<file path="src/hdl/cib_pkg.sv">
// cib_pkg: constants, selectors and carriers for the identification register bank
// assumes a 32-bit coprocessor read/write port driven by the core pipeline
`default_nettype none
package cib_pkg;
  // ----------------------------------------------------------------
  // register selection: primary (crn), opc1, secondary (crm), opc2
  // ----------------------------------------------------------------
  localparam logic [3:0] CIB_CRN_ID = 4'h0;
  localparam logic [3:0] CIB_CRN_CFG = 4'hf;
  localparam logic [2:0] CIB_OPC1_ID = 3'h0;
  localparam logic [2:0] CIB_OPC1_CFG = 3'h4;
  localparam logic [3:0] CIB_CRM_MAIN = 4'h0;
  localparam logic [3:0] CIB_CRM_FEAT = 4'h1;
  localparam logic [3:0] CIB_CRM_CFG = 4'h0;
  localparam logic [3:0] CIB_CRM_TBW = 4'h4;
  localparam logic [3:0] CIB_CRM_TBVA = 4'h5;
  localparam logic [3:0] CIB_CRM_TBPA = 4'h6;
  localparam logic [3:0] CIB_CRM_TBAT = 4'h7;
  localparam logic [2:0] CIB_OP2_MAIN = 3'h0;
  localparam logic [2:0] CIB_OP2_CACHE = 3'h1;
  localparam logic [2:0] CIB_OP2_TCM = 3'h2;
  localparam logic [2:0] CIB_OP2_TBT = 3'h3;
  localparam logic [2:0] CIB_OP2_AFF = 3'h5;
  localparam logic [2:0] CIB_OP2_PF0 = 3'h0;
  localparam logic [2:0] CIB_OP2_PF1 = 3'h1;
  localparam logic [2:0] CIB_OP2_DF0 = 3'h2;
  localparam logic [2:0] CIB_OP2_FRSV = 3'h3;
  localparam logic [2:0] CIB_OP2_MM0 = 3'h4;
  localparam logic [2:0] CIB_OP2_CFG = 3'h0;
  localparam logic [2:0] CIB_OP2_TBW = 3'h4;
  localparam logic [2:0] CIB_OP2_TBRW = 3'h2;
  // ----------------------------------------------------------------
  // field values
  // ----------------------------------------------------------------
  localparam logic [2:0] CIB_CT_FORMAT = 3'h4;
  localparam logic [1:0] CIB_CT_IPOLICY = 2'h2;
  localparam logic [7:0] CIB_TBT_ILOCK = 8'h00;
  localparam logic [7:0] CIB_TBT_DLOCK = 8'h04;
  localparam logic CIB_TBT_SEPARATE = 1'b0;
  localparam int CIB_TB_ENTRIES = 64;
  localparam int CIB_TB_WAYS = 2;
  localparam logic [3:0] CIB_PF0_ST3 = 4'h1;
  localparam logic [3:0] CIB_PF0_ST2 = 4'h2;
  localparam logic [3:0] CIB_PF0_ST1 = 4'h3;
  localparam logic [3:0] CIB_PF0_ST0 = 4'h1;
  localparam logic [3:0] CIB_DF0_MCU_MM = 4'h0;
  localparam logic [3:0] CIB_DF0_TRC_MM = 4'h1;
  localparam logic [3:0] CIB_DF0_TRC_CP = 4'h0;
  localparam logic [3:0] CIB_DF0_CORE_MM = 4'h4;
  localparam logic [3:0] CIB_DF0_SEC_CP = 4'h4;
  localparam logic [3:0] CIB_DF0_CORE_CP = 4'h4;
  localparam logic CIB_AFF_NEWFMT = 1'b1;
  localparam int CIB_CFG_LSB = 13;
  localparam logic [31:0] CIB_ZERO = 32'h0000_0000;
  // ----------------------------------------------------------------
  // carriers
  // ----------------------------------------------------------------
  typedef struct packed {
    logic valid;
    logic write;
    logic privileged;
    logic secure;
    logic [3:0] crn;
    logic [2:0] opc1;
    logic [3:0] crm;
    logic [2:0] opc2;
    logic [31:0] wdata;
  } cib_req_s;
  typedef struct packed {
    logic valid;
    logic undef;
    logic [31:0] rdata;
  } cib_rsp_s;
endpackage
`default_nettype wire

</file>
<file path="src/hdl/cib_bank.sv">
// cib_bank: identification register bank answering coprocessor reads
// assumes one request per cycle from the pipeline; answer one clock later
// Notes on behaviour
// - main id: implementer top byte, variant below
// - cache type format, granules and data line
// - low nibble is instruction line log2 words
// - instruction policy reads 10, bits 13:4 zero
// - tightly coupled memory type reads zero
// - translation buffer: 64 entries two-way, four lockable
// - buffer type: lock counts 0/4, unified flag
// - affinity bit 31 always one
// - affinity bit 30 set when uniprocessor
// - affinity 11:8 from cluster id pins
// - affinity 1:0 is core number 0..3 when multicore, zero when uniprocessor
// - other affinity bits read zero
// - opc2 selects feature register; 3 reads zero
// - processor feature 0 states 1,2,3,1
// - debug feature 0 fields 0,1,0,4,4,4
// - single core: configuration base reads zero
// - multicore: configuration base from peripheral base
// - buffer test registers refused when non-secure
// - 32-bit, privileged; id words read-only and shared across states, buffer test registers secure only
`default_nettype none
module cib_bank #(
  parameter logic [7:0] IMPLEMENTER = 8'h5a, // arbitrary identity value
  parameter logic [3:0] MAJOR_REV = 4'h0,
  parameter logic [3:0] ARCH_CODE = 4'hf, // arbitrary identity value
  parameter logic [11:0] PART_NUM = 12'h123, // arbitrary identity value
  parameter logic [3:0] MINOR_REV = 4'h0,
  parameter logic [3:0] WB_GRANULE = 4'h3,
  parameter logic [3:0] EXCL_GRANULE = 4'h3,
  parameter logic [3:0] DLINE_LOG2 = 4'h3,
  parameter logic [3:0] ILINE_LOG2 = 4'h3,
  parameter logic MULTICORE = 1'b1,
  parameter logic [31:0] PF1_VALUE = 32'h0000_0011,
  parameter logic [127:0] MM_VALUES = 128'h0
)(
  input wire logic clk,
  input wire logic rst_n,
  input wire cib_pkg::cib_req_s req,
  input wire logic [3:0] cluster_id_pins,
  input wire logic [1:0] core_number,
  input wire logic [18:0] peripheral_base_input,
  output cib_pkg::cib_rsp_s rsp_r,
  output logic test_wr_r,
  output logic test_rd_r,
  output logic [2:0] test_sel_r
);
  import cib_pkg::*;

  // ----------------------------------------------------------------
  // decode helpers
  // ----------------------------------------------------------------
  function automatic logic sel(input cib_req_s r, input logic [3:0] crn, input logic [2:0] o1,
                               input logic [3:0] crm, input logic [2:0] o2);
    sel = (r.crn == crn) && (r.opc1 == o1) && (r.crm == crm) && (r.opc2 == o2);
  endfunction

  function automatic logic is_test(input cib_req_s r);
    is_test = sel(r, CIB_CRN_CFG, CIB_OPC1_CFG, CIB_CRM_TBW, CIB_OP2_TBW)
           || sel(r, CIB_CRN_CFG, CIB_OPC1_CFG, CIB_CRM_TBVA, CIB_OP2_TBRW)
           || sel(r, CIB_CRN_CFG, CIB_OPC1_CFG, CIB_CRM_TBPA, CIB_OP2_TBRW)
           || sel(r, CIB_CRN_CFG, CIB_OPC1_CFG, CIB_CRM_TBAT, CIB_OP2_TBRW);
  endfunction

  logic [31:0] cfg_base_r;
  logic [31:0] feat_word;
  logic [31:0] rdata_nxt;
  logic undef_nxt;
  logic [31:0] main_id;
  logic [31:0] cache_type;
  logic [31:0] tb_type;
  logic [31:0] affinity;

  // ----------------------------------------------------------------
  // constant words, and affinity from the pins
  // ----------------------------------------------------------------
  assign main_id = {IMPLEMENTER, MAJOR_REV, ARCH_CODE, PART_NUM, MINOR_REV};
  assign cache_type = {CIB_CT_FORMAT, 1'b0, WB_GRANULE, EXCL_GRANULE, DLINE_LOG2,
                       CIB_CT_IPOLICY, 10'h000, ILINE_LOG2};
  assign tb_type = {8'h00, CIB_TBT_ILOCK, CIB_TBT_DLOCK, 7'h00, CIB_TBT_SEPARATE};
  assign affinity = {CIB_AFF_NEWFMT, ~MULTICORE, 18'h00000, cluster_id_pins, 6'h00,
                     (MULTICORE ? core_number : 2'h0)};

  cib_feat_rom u_feat (
    .opc2(req.opc2),
    .pf1_word(PF1_VALUE),
    .mm_words(MM_VALUES),
    .word(feat_word)
  );

  // ----------------------------------------------------------------
  // configuration base captured at reset release
  // ----------------------------------------------------------------
  logic cfg_loaded_r;
  always_ff @(posedge clk or negedge rst_n) begin
    if (!rst_n) begin
      cfg_base_r <= CIB_ZERO;
      cfg_loaded_r <= 1'b0;
    end else if (!cfg_loaded_r) begin
      cfg_loaded_r <= 1'b1;
      if (MULTICORE) begin
        cfg_base_r <= {peripheral_base_input, 13'h0000};
      end else begin
        cfg_base_r <= CIB_ZERO;
      end
    end
  end

  // ----------------------------------------------------------------
  // read mux and refusal; writes to id words are ignored
  // ----------------------------------------------------------------
  always_comb begin
    rdata_nxt = CIB_ZERO;
    undef_nxt = 1'b0;
    if (!req.privileged) begin
      undef_nxt = 1'b1;
    end else if (is_test(req)) begin
      undef_nxt = !req.secure;
      if (req.write == 1'b0 && sel(req, CIB_CRN_CFG, CIB_OPC1_CFG, CIB_CRM_TBW, CIB_OP2_TBW)) begin
        undef_nxt = 1'b1; // write-entry register is write-only
      end
    end else if (sel(req, CIB_CRN_ID, CIB_OPC1_ID, CIB_CRM_MAIN, CIB_OP2_MAIN)) begin
      rdata_nxt = main_id;
    end else if (sel(req, CIB_CRN_ID, CIB_OPC1_ID, CIB_CRM_MAIN, CIB_OP2_CACHE)) begin
      rdata_nxt = cache_type;
    end else if (sel(req, CIB_CRN_ID, CIB_OPC1_ID, CIB_CRM_MAIN, CIB_OP2_TCM)) begin
      rdata_nxt = CIB_ZERO;
    end else if (sel(req, CIB_CRN_ID, CIB_OPC1_ID, CIB_CRM_MAIN, CIB_OP2_TBT)) begin
      rdata_nxt = tb_type;
    end else if (sel(req, CIB_CRN_ID, CIB_OPC1_ID, CIB_CRM_MAIN, CIB_OP2_AFF)) begin
      rdata_nxt = affinity;
    end else if (req.crn == CIB_CRN_ID && req.opc1 == CIB_OPC1_ID && req.crm == CIB_CRM_FEAT) begin
      rdata_nxt = feat_word;
    end else if (sel(req, CIB_CRN_CFG, CIB_OPC1_CFG, CIB_CRM_CFG, CIB_OP2_CFG)) begin
      rdata_nxt = cfg_base_r;
    end else begin
      rdata_nxt = CIB_ZERO; // unmapped selections read zero
    end
  end

  // ----------------------------------------------------------------
  // registered answer, same for both security states except buffer test registers, refused when non-secure
  // ----------------------------------------------------------------
  always_ff @(posedge clk or negedge rst_n) begin
    if (!rst_n) begin
      rsp_r <= '0;
    end else begin
      rsp_r.valid <= req.valid;
      rsp_r.undef <= req.valid & undef_nxt;
      rsp_r.rdata <= (req.valid && !req.write && !undef_nxt) ? rdata_nxt : CIB_ZERO;
    end
  end

  // ----------------------------------------------------------------
  // strobes towards the translation buffer test port
  // ----------------------------------------------------------------
  always_ff @(posedge clk or negedge rst_n) begin
    if (!rst_n) begin
      test_wr_r <= 1'b0;
      test_rd_r <= 1'b0;
      test_sel_r <= 3'h0;
    end else begin
      test_wr_r <= req.valid && req.privileged && req.secure && is_test(req) && req.write;
      test_rd_r <= req.valid && req.privileged && req.secure && is_test(req) && !req.write
                   && !sel(req, CIB_CRN_CFG, CIB_OPC1_CFG, CIB_CRM_TBW, CIB_OP2_TBW);
      test_sel_r <= req.crm[2:0];
    end
  end
endmodule // cib_bank
`default_nettype wire

</file>
<file path="src/hdl/cib_feat_rom.sv">
// cib_feat_rom: constant processor/debug feature group selected by opc2
// assumes the memory model feature words come in from the core's wider id set
`default_nettype none
module cib_feat_rom (
  input wire logic [2:0] opc2,
  input wire logic [31:0] pf1_word,
  input wire logic [127:0] mm_words,
  output logic [31:0] word
);
  import cib_pkg::*;

  // ----------------------------------------------------------------
  // opc2 decode of the feature group
  // ----------------------------------------------------------------
  always_comb begin
    word = CIB_ZERO;
    if (opc2 == CIB_OP2_PF0) begin
      word = {16'h0000, CIB_PF0_ST3, CIB_PF0_ST2, CIB_PF0_ST1, CIB_PF0_ST0};
    end else if (opc2 == CIB_OP2_PF1) begin
      word = pf1_word;
    end else if (opc2 == CIB_OP2_DF0) begin
      word = {8'h00, CIB_DF0_MCU_MM, CIB_DF0_TRC_MM, CIB_DF0_TRC_CP,
              CIB_DF0_CORE_MM, CIB_DF0_SEC_CP, CIB_DF0_CORE_CP};
    end else if (opc2 == CIB_OP2_FRSV) begin
      word = CIB_ZERO; // reserved slot reads zero
    end else begin
      word = mm_words[32*(opc2 - CIB_OP2_MM0) +: 32];
    end
  end
endmodule // cib_feat_rom
`default_nettype wire

</file>
<file path="config.mk">
export PLATFORM = sky130hd
export DESIGN_NAME = cib_bank
export DESIGN_NICKNAME = d
export VERILOG_FILES = /design/src/hdl/cib_pkg.sv /design/src/hdl/cib_bank.sv /design/src/hdl/cib_feat_rom.sv
export SDC_FILE = /design/constraint.sdc
export NUM_CORES = 1
export LEC_CHECK = 0
export ABC_AREA = 1
export BUFFER_PORTS_ARGS = -buffer_cell sky130_fd_sc_hd__buf_2
export CAP_MARGIN = 10
export CORE_ASPECT_RATIO = 1.1
export CORE_MARGIN = 2
export CORE_UTILIZATION = 28
export DETAILED_ROUTE_END_ITERATION = 7
export PLACE_DENSITY = 0.61
export SETUP_SLACK_MARGIN = 0.2
export SYNTH_ARGS = -nofsm -noshare
export SYNTH_HDL_FRONTEND = slang
export SYNTH_SLANG_ARGS = --single-unit
</file>
<file path="constraint.sdc">
create_clock -name clk -period 1.7 [get_ports clk]
set_input_delay 0.085 -clock clk [delete_from_list [all_inputs] [get_ports clk]]
set_output_delay 0.085 -clock clk [all_outputs]
set_load 0.005 [all_outputs]
</file>
## Word level (Yosys, flattened, before mapping)

Index checks and enable logic that the tools add are counted.

- Flip-flop bits (word level): 59
- Bits of input ports: 77
- Output and inout bits: 39
- Logic and storage cells: 80

- Add/sub/neg operators: 1
- Equal/unequal tests: 12
- Shift operators: 1
- Muxes and demuxes: 17
- Bitwise logic cells: 2
- Reduce and logical (&&, ||, !) cells: 39

Operators by type and width:

| operator | count |
|---|---|
| 2-to-1 mux 32 bit | 14 |
| indexed part select 128 x 33 -> 32 bit (first input constant) | 1 |
| logical AND 1 bit | 28 |
| equality test 4 x 3 -> 1 bit (second input constant) | 4 |
| equality test 3 bit (second input constant) | 3 |
| zero test 4 bit | 2 |
| equality test 3 x 2 -> 1 bit (second input constant) | 2 |
| zero test 3 bit | 2 |
| equality test 4 x 1 -> 1 bit (second input constant) | 1 |
| equality test 4 bit (second input constant) | 1 |
| zero test 1 bit | 4 |
| subtractor 3 x 3 -> 4 bit (second input constant) | 1 |
| equality test 3 x 1 -> 1 bit (second input constant) | 1 |
| logical OR 1 bit | 3 |
| 2-to-1 mux 1 bit | 3 |
| AND 1 bit | 1 |
| inverter 1 bit | 1 |

## Longest topological paths before layout

- Word-level depth: 15
- Mapped depth: 10
- Depth with buffers taken out: 9

## Cells and area by module

A second synthesis with hierarchy kept.

- Cells, all modules: 833
- Area total of the unflattened synthesis: 4714.5 sq um

Modules (own cells, without submodules):

| module | times used | cells an instance | area an instance (sq um) | sequential area each (sq um) |
|---|---|---|---|---|
| cib_bank | 1 | 342 | 2756.4 | 1476.4 |
| cib_feat_rom | 1 | 491 | 1958.1 | 0.0 |

## Worst setup path before layout

Ideal clock, no wire load.

- Kind: register to register
- Start: register cfg_loaded_r
- End: register cfg_base_r[17]
- Library setup time: 0.125 ns
- Arrival time: 1.058 ns
- Data required time: 1.575 ns
- Path slack: 0.517 ns
- Stages on the path, launching flop included: 4
- Path buffers: 2
- Clock period less this slack: 1.183 ns
- Cells stage by stage: dfrtp_1 > buf_2 > buf_2 > mux2_2

RTL lines:

| what | RTL line | source |
|---|---|---|
| start: declaration | cib_bank.sv:95 | `logic cfg_loaded_r;` |
| start signal: assignment | cib_bank.sv:99 | `cfg_loaded_r <= 1'b0;` |
| start signal: assignment | cib_bank.sv:101 | `cfg_loaded_r <= 1'b1;` |
| end signal: assignment | cib_bank.sv:103 | `cfg_base_r <= {peripheral_base_input, 13'h0000};` |
| end: declaration | cib_bank.sv:66 | `logic [31:0] cfg_base_r;` |

No word-level cell between the ends.

## Worst setup path in the final report

- Start: input req[37] (netlist name)
- End: register rsp_r[20] (netlist name)

- Word-level cells in the longest chain between the ends: 13
- Elaborated cells between the ends (all ways): 42
- Classes of those cells: eq/ne (5); mux (13); reduce/logical (24)

RTL lines:

| what | RTL line | source |
|---|---|---|
| start: declaration | cib_bank.sv:40 | `input wire cib_pkg::cib_req_s req,` |
| zero test 4 bit | cib_bank.sv:56 | `sel = (r.crn == crn) && (r.opc1 == o1) && (r.crm == crm) && (r.opc2 == o2);` |
| logical AND 1 bit (2 in a row) | cib_bank.sv:56 |  |
| 2-to-1 mux 32 bit | cib_bank.sv:135 | `end else if (sel(req, CIB_CRN_CFG, CIB_OPC1_CFG, CIB_CRM_CFG, CIB_OP2_CFG)) begin` |
| 2-to-1 mux 32 bit | cib_bank.sv:133 | `end else if (req.crn == CIB_CRN_ID && req.opc1 == CIB_OPC1_ID && req.crm == CIB_CRM_FEAT) begin` |
| 2-to-1 mux 32 bit | cib_bank.sv:131 | `end else if (sel(req, CIB_CRN_ID, CIB_OPC1_ID, CIB_CRM_MAIN, CIB_OP2_AFF)) begin` |
| 2-to-1 mux 32 bit | cib_bank.sv:129 | `end else if (sel(req, CIB_CRN_ID, CIB_OPC1_ID, CIB_CRM_MAIN, CIB_OP2_TBT)) begin` |
| 2-to-1 mux 32 bit | cib_bank.sv:127 | `end else if (sel(req, CIB_CRN_ID, CIB_OPC1_ID, CIB_CRM_MAIN, CIB_OP2_TCM)) begin` |
| 2-to-1 mux 32 bit | cib_bank.sv:125 | `end else if (sel(req, CIB_CRN_ID, CIB_OPC1_ID, CIB_CRM_MAIN, CIB_OP2_CACHE)) begin` |
| 2-to-1 mux 32 bit | cib_bank.sv:123 | `end else if (sel(req, CIB_CRN_ID, CIB_OPC1_ID, CIB_CRM_MAIN, CIB_OP2_MAIN)) begin` |
| 2-to-1 mux 32 bit | cib_bank.sv:118 | `end else if (is_test(req)) begin` |
| 2-to-1 mux 32 bit | cib_bank.sv:116 | `if (!req.privileged) begin` |
| 2-to-1 mux 32 bit (*) | cib_bank.sv:151 | `rsp_r.rdata <= (req.valid && !req.write && !undef_nxt) ? rdata_nxt : CIB_ZERO;` |
| end: declaration | cib_bank.sv:44 | `output cib_pkg::cib_rsp_s rsp_r,` |

Mark *: on every way between the ends. The rest lies on a longest branch, timed or not.
A chain may end at the register's enable or synchronous reset.

==> results.yml <==
layout:
  fin_nets: 438
  num_antenna_cells: 0
  final_common_cell: "buf_2"
  instances_no_fill: 473
  areaGrowthSynthToFinish_pct: 39.2
  fin_util: 0.395
  fillers: 860
  most-common-layout-cells: "buf_2 (81), dfrtp_1 (55), nand2_1 (51)"
  drive_gt1_frac: 0.365
  finalInstanceArea_mm2: 0.00327
detailed_routing:
  wl_per_cell_um: 11.5
  route.detailed.drc: 0
  num_vias: 1934
  drt_pass1_iterations: 5
  drt-initial-drc-count: 107
  wirelength_um: 5440
  vias_per_cell: 4.09
  ant_nets: 0
clock_tree:
  ctsHtreeMaxLevel: 2
  clock_path_buffers: 2
  root_buffer: "clkbuf_8"
  cts_tree: "built"
  cts.sinks: 55
  clock_latency_ns: 0.31
  cts.clk_slew.worst_paths_ns: 0.11
  cts_made_buffers: 5
grt:
  grt_pass1_vias: 1910
  grt-ovfl-total: 0
  grt_max_degree: 36
  grt_first_pass_wirelength_um: 9000
  antenna_found_initial: 0
  grt_usage: 0.125
synth:
  ys_top_cells_by_area: "dfrtp_1 (59%), mux2_2 (9.1%), nand2_1 (8.8%), nor2_1 (8.0%), inv_1 (5.3%)"
  synth_warnings: 0
  syn_area_mm2: 0.00235
  synth_top_area_share: 0.585
  ys_seq_elements: 55
  synth_top_area_cell: "dfrtp_1"
  avgSynthCellArea_um2: 9.37
  synth_cells: 251
  synthDistinctLibCells: 20
  yosysSeqAreaShare: 0.585
critical_path:
  startpoint: "req[37]"
  crit_fanout: 8
  crit_type: "in2reg"
  arrival_ns: 1.70
  start_kind: "input pin"
  required_ns: 1.95
  reg2reg_slack_ns: 0.66
  rr_startpoint: "cfg_loaded_r"
  critPathCaptureType: "register"
sta:
  setup_tns_ns: 0
  timing.hold.ws_ns: 0.00912
  hold_violations: 0
  clock.fmax_ghz: 0.687
  setup_violations: 0
  rsz0062_at_grt: "true"
  fin_skew_ns: 0.00749
  finalMaxSlewViolations: 0
  finalCritPeriodShare: 0.856
  finalWorstSetupSlack_ns: 0.244
  period_needed_ns: 1.46
power_and_ir_drop:
  p_per_area_mw_per_mm2: 736
  p_leak_nw: 1.75
  peakVddDrop_mv: 0.362
  totalPowerFinal_mw: 2.41
die:
  die_area_mm2: 0.00915
  ios: 116
  die_w_um: 91.4
  core_mm2: 0.00828
  fp-row-count: 35
  start_util: 0.284
  die_y_um: 100
place:
  dp_slack_ns: 0.279
  dp.cells: 440
  placed_area_mm2: 0.00288
  dp_hpwl_um: 4010
  gp_congestion: 0.859
  portBuffers: 81
worst_hold_path:
  hold_path.startpoint: "peripheral_base_input[0]"
  hold_class: "in2reg"
status:
  status: "complete, no violations"
run:
  cap_violations: 0
## final timing paths
| kind | to | cells after the start |
|---|---|---|
| max | rsp_r[20] | 9 |
| min in group asynchronous | rsp_r[30] | 2 |
| min reg2reg | rsp_r[29] | 2 |
| max in group asynchronous | test_rd_r | 3 |
| min | cfg_base_r[13] | 2 |
| max reg2reg | cfg_base_r[17] | 2 |
## kinds of logic after synthesis
| logic type | synth area share |
|---|---|
| other | 0.00319 |
| multiplexers | 0.0910 |
| AO/OA/AOI/OAI | 0.00745 |
| AND/OR/NAND/NOR | 0.235 |
| buffers and inverters | 0.0777 |
| flip-flops | 0.585 |
## layout make-up
cell class,count,area (µm²),share of cell area
Sequential cell,55,1380,0.421
Multi-Input combinational cell,156,833,0.255
Timing Repair Buffer,110,703,0.215
Tap cell,111,139,0.0424
Inverter,33,124,0.0379
Clock buffer,5,68.8,0.0210
Clock inverter,3,27.5,0.00841
## cell usage after synthesis
cell type	number
nand3_1	8
nand3_2	2
inv_1	33
nor2_2	6
o211ai_1	1
nand2_1	55
and3_1	1
buf_2	2
or2_2	1
nor2_1	50
nor3_1	2
mux2_2	19
buf_4	5
dfrtp_1	55
o21ai_0	2
nand4_1	4
and2_2	1
buf_6	1
and2_1	1
conb_1	2
## state kept, by name, summed over array words and instances, names as in the netlist
register	flops
cfg_loaded_r	1
test_sel_r	3
test_rd_r	1
test_wr_r	1
cfg_base_r	19
rsp_r	30
## worst max-delay path: stages
cell,delay (ns)
dlygate4sd3_1,0.54
buf_2,0.15
nand3_1,0.10
nor2_1,0.06
nand3_1,0.06
nand2_1,0.06
nor2_2,0.24
nand3_2,0.22
nor2_1,0.17
## per-layer routing
metal / part of all wire / track usage
met1: 0.41 / 0.143
met2: 0.52 / 0.226
met3: 0.045 / 0.0308
met4: 0.020 / 0.0478
met5: 0 / 0
## where the power goes
| group | leakage (nW) | internal (mW) | switching, mW |
|---|---|---|---|
| logic | 0.993 | 0.139 | 0.120 |
| clock network | 0.0463 | 0.303 | 0.462 |
| registers | 0.712 | 1.36 | 0.0236 |
| total | 1.75 | 1.80 | 0.605 |
## timing repair
item / CTS / global route
setup buffers: 0 / 1
gates resized for setup: 0 / 14
endpoints found under the hold margin: 43 / 0
setup endpoints to repair: 0 / 28
hold buffers: 24 / 0
Note: power is estimated with default switching activity, not from simulation.
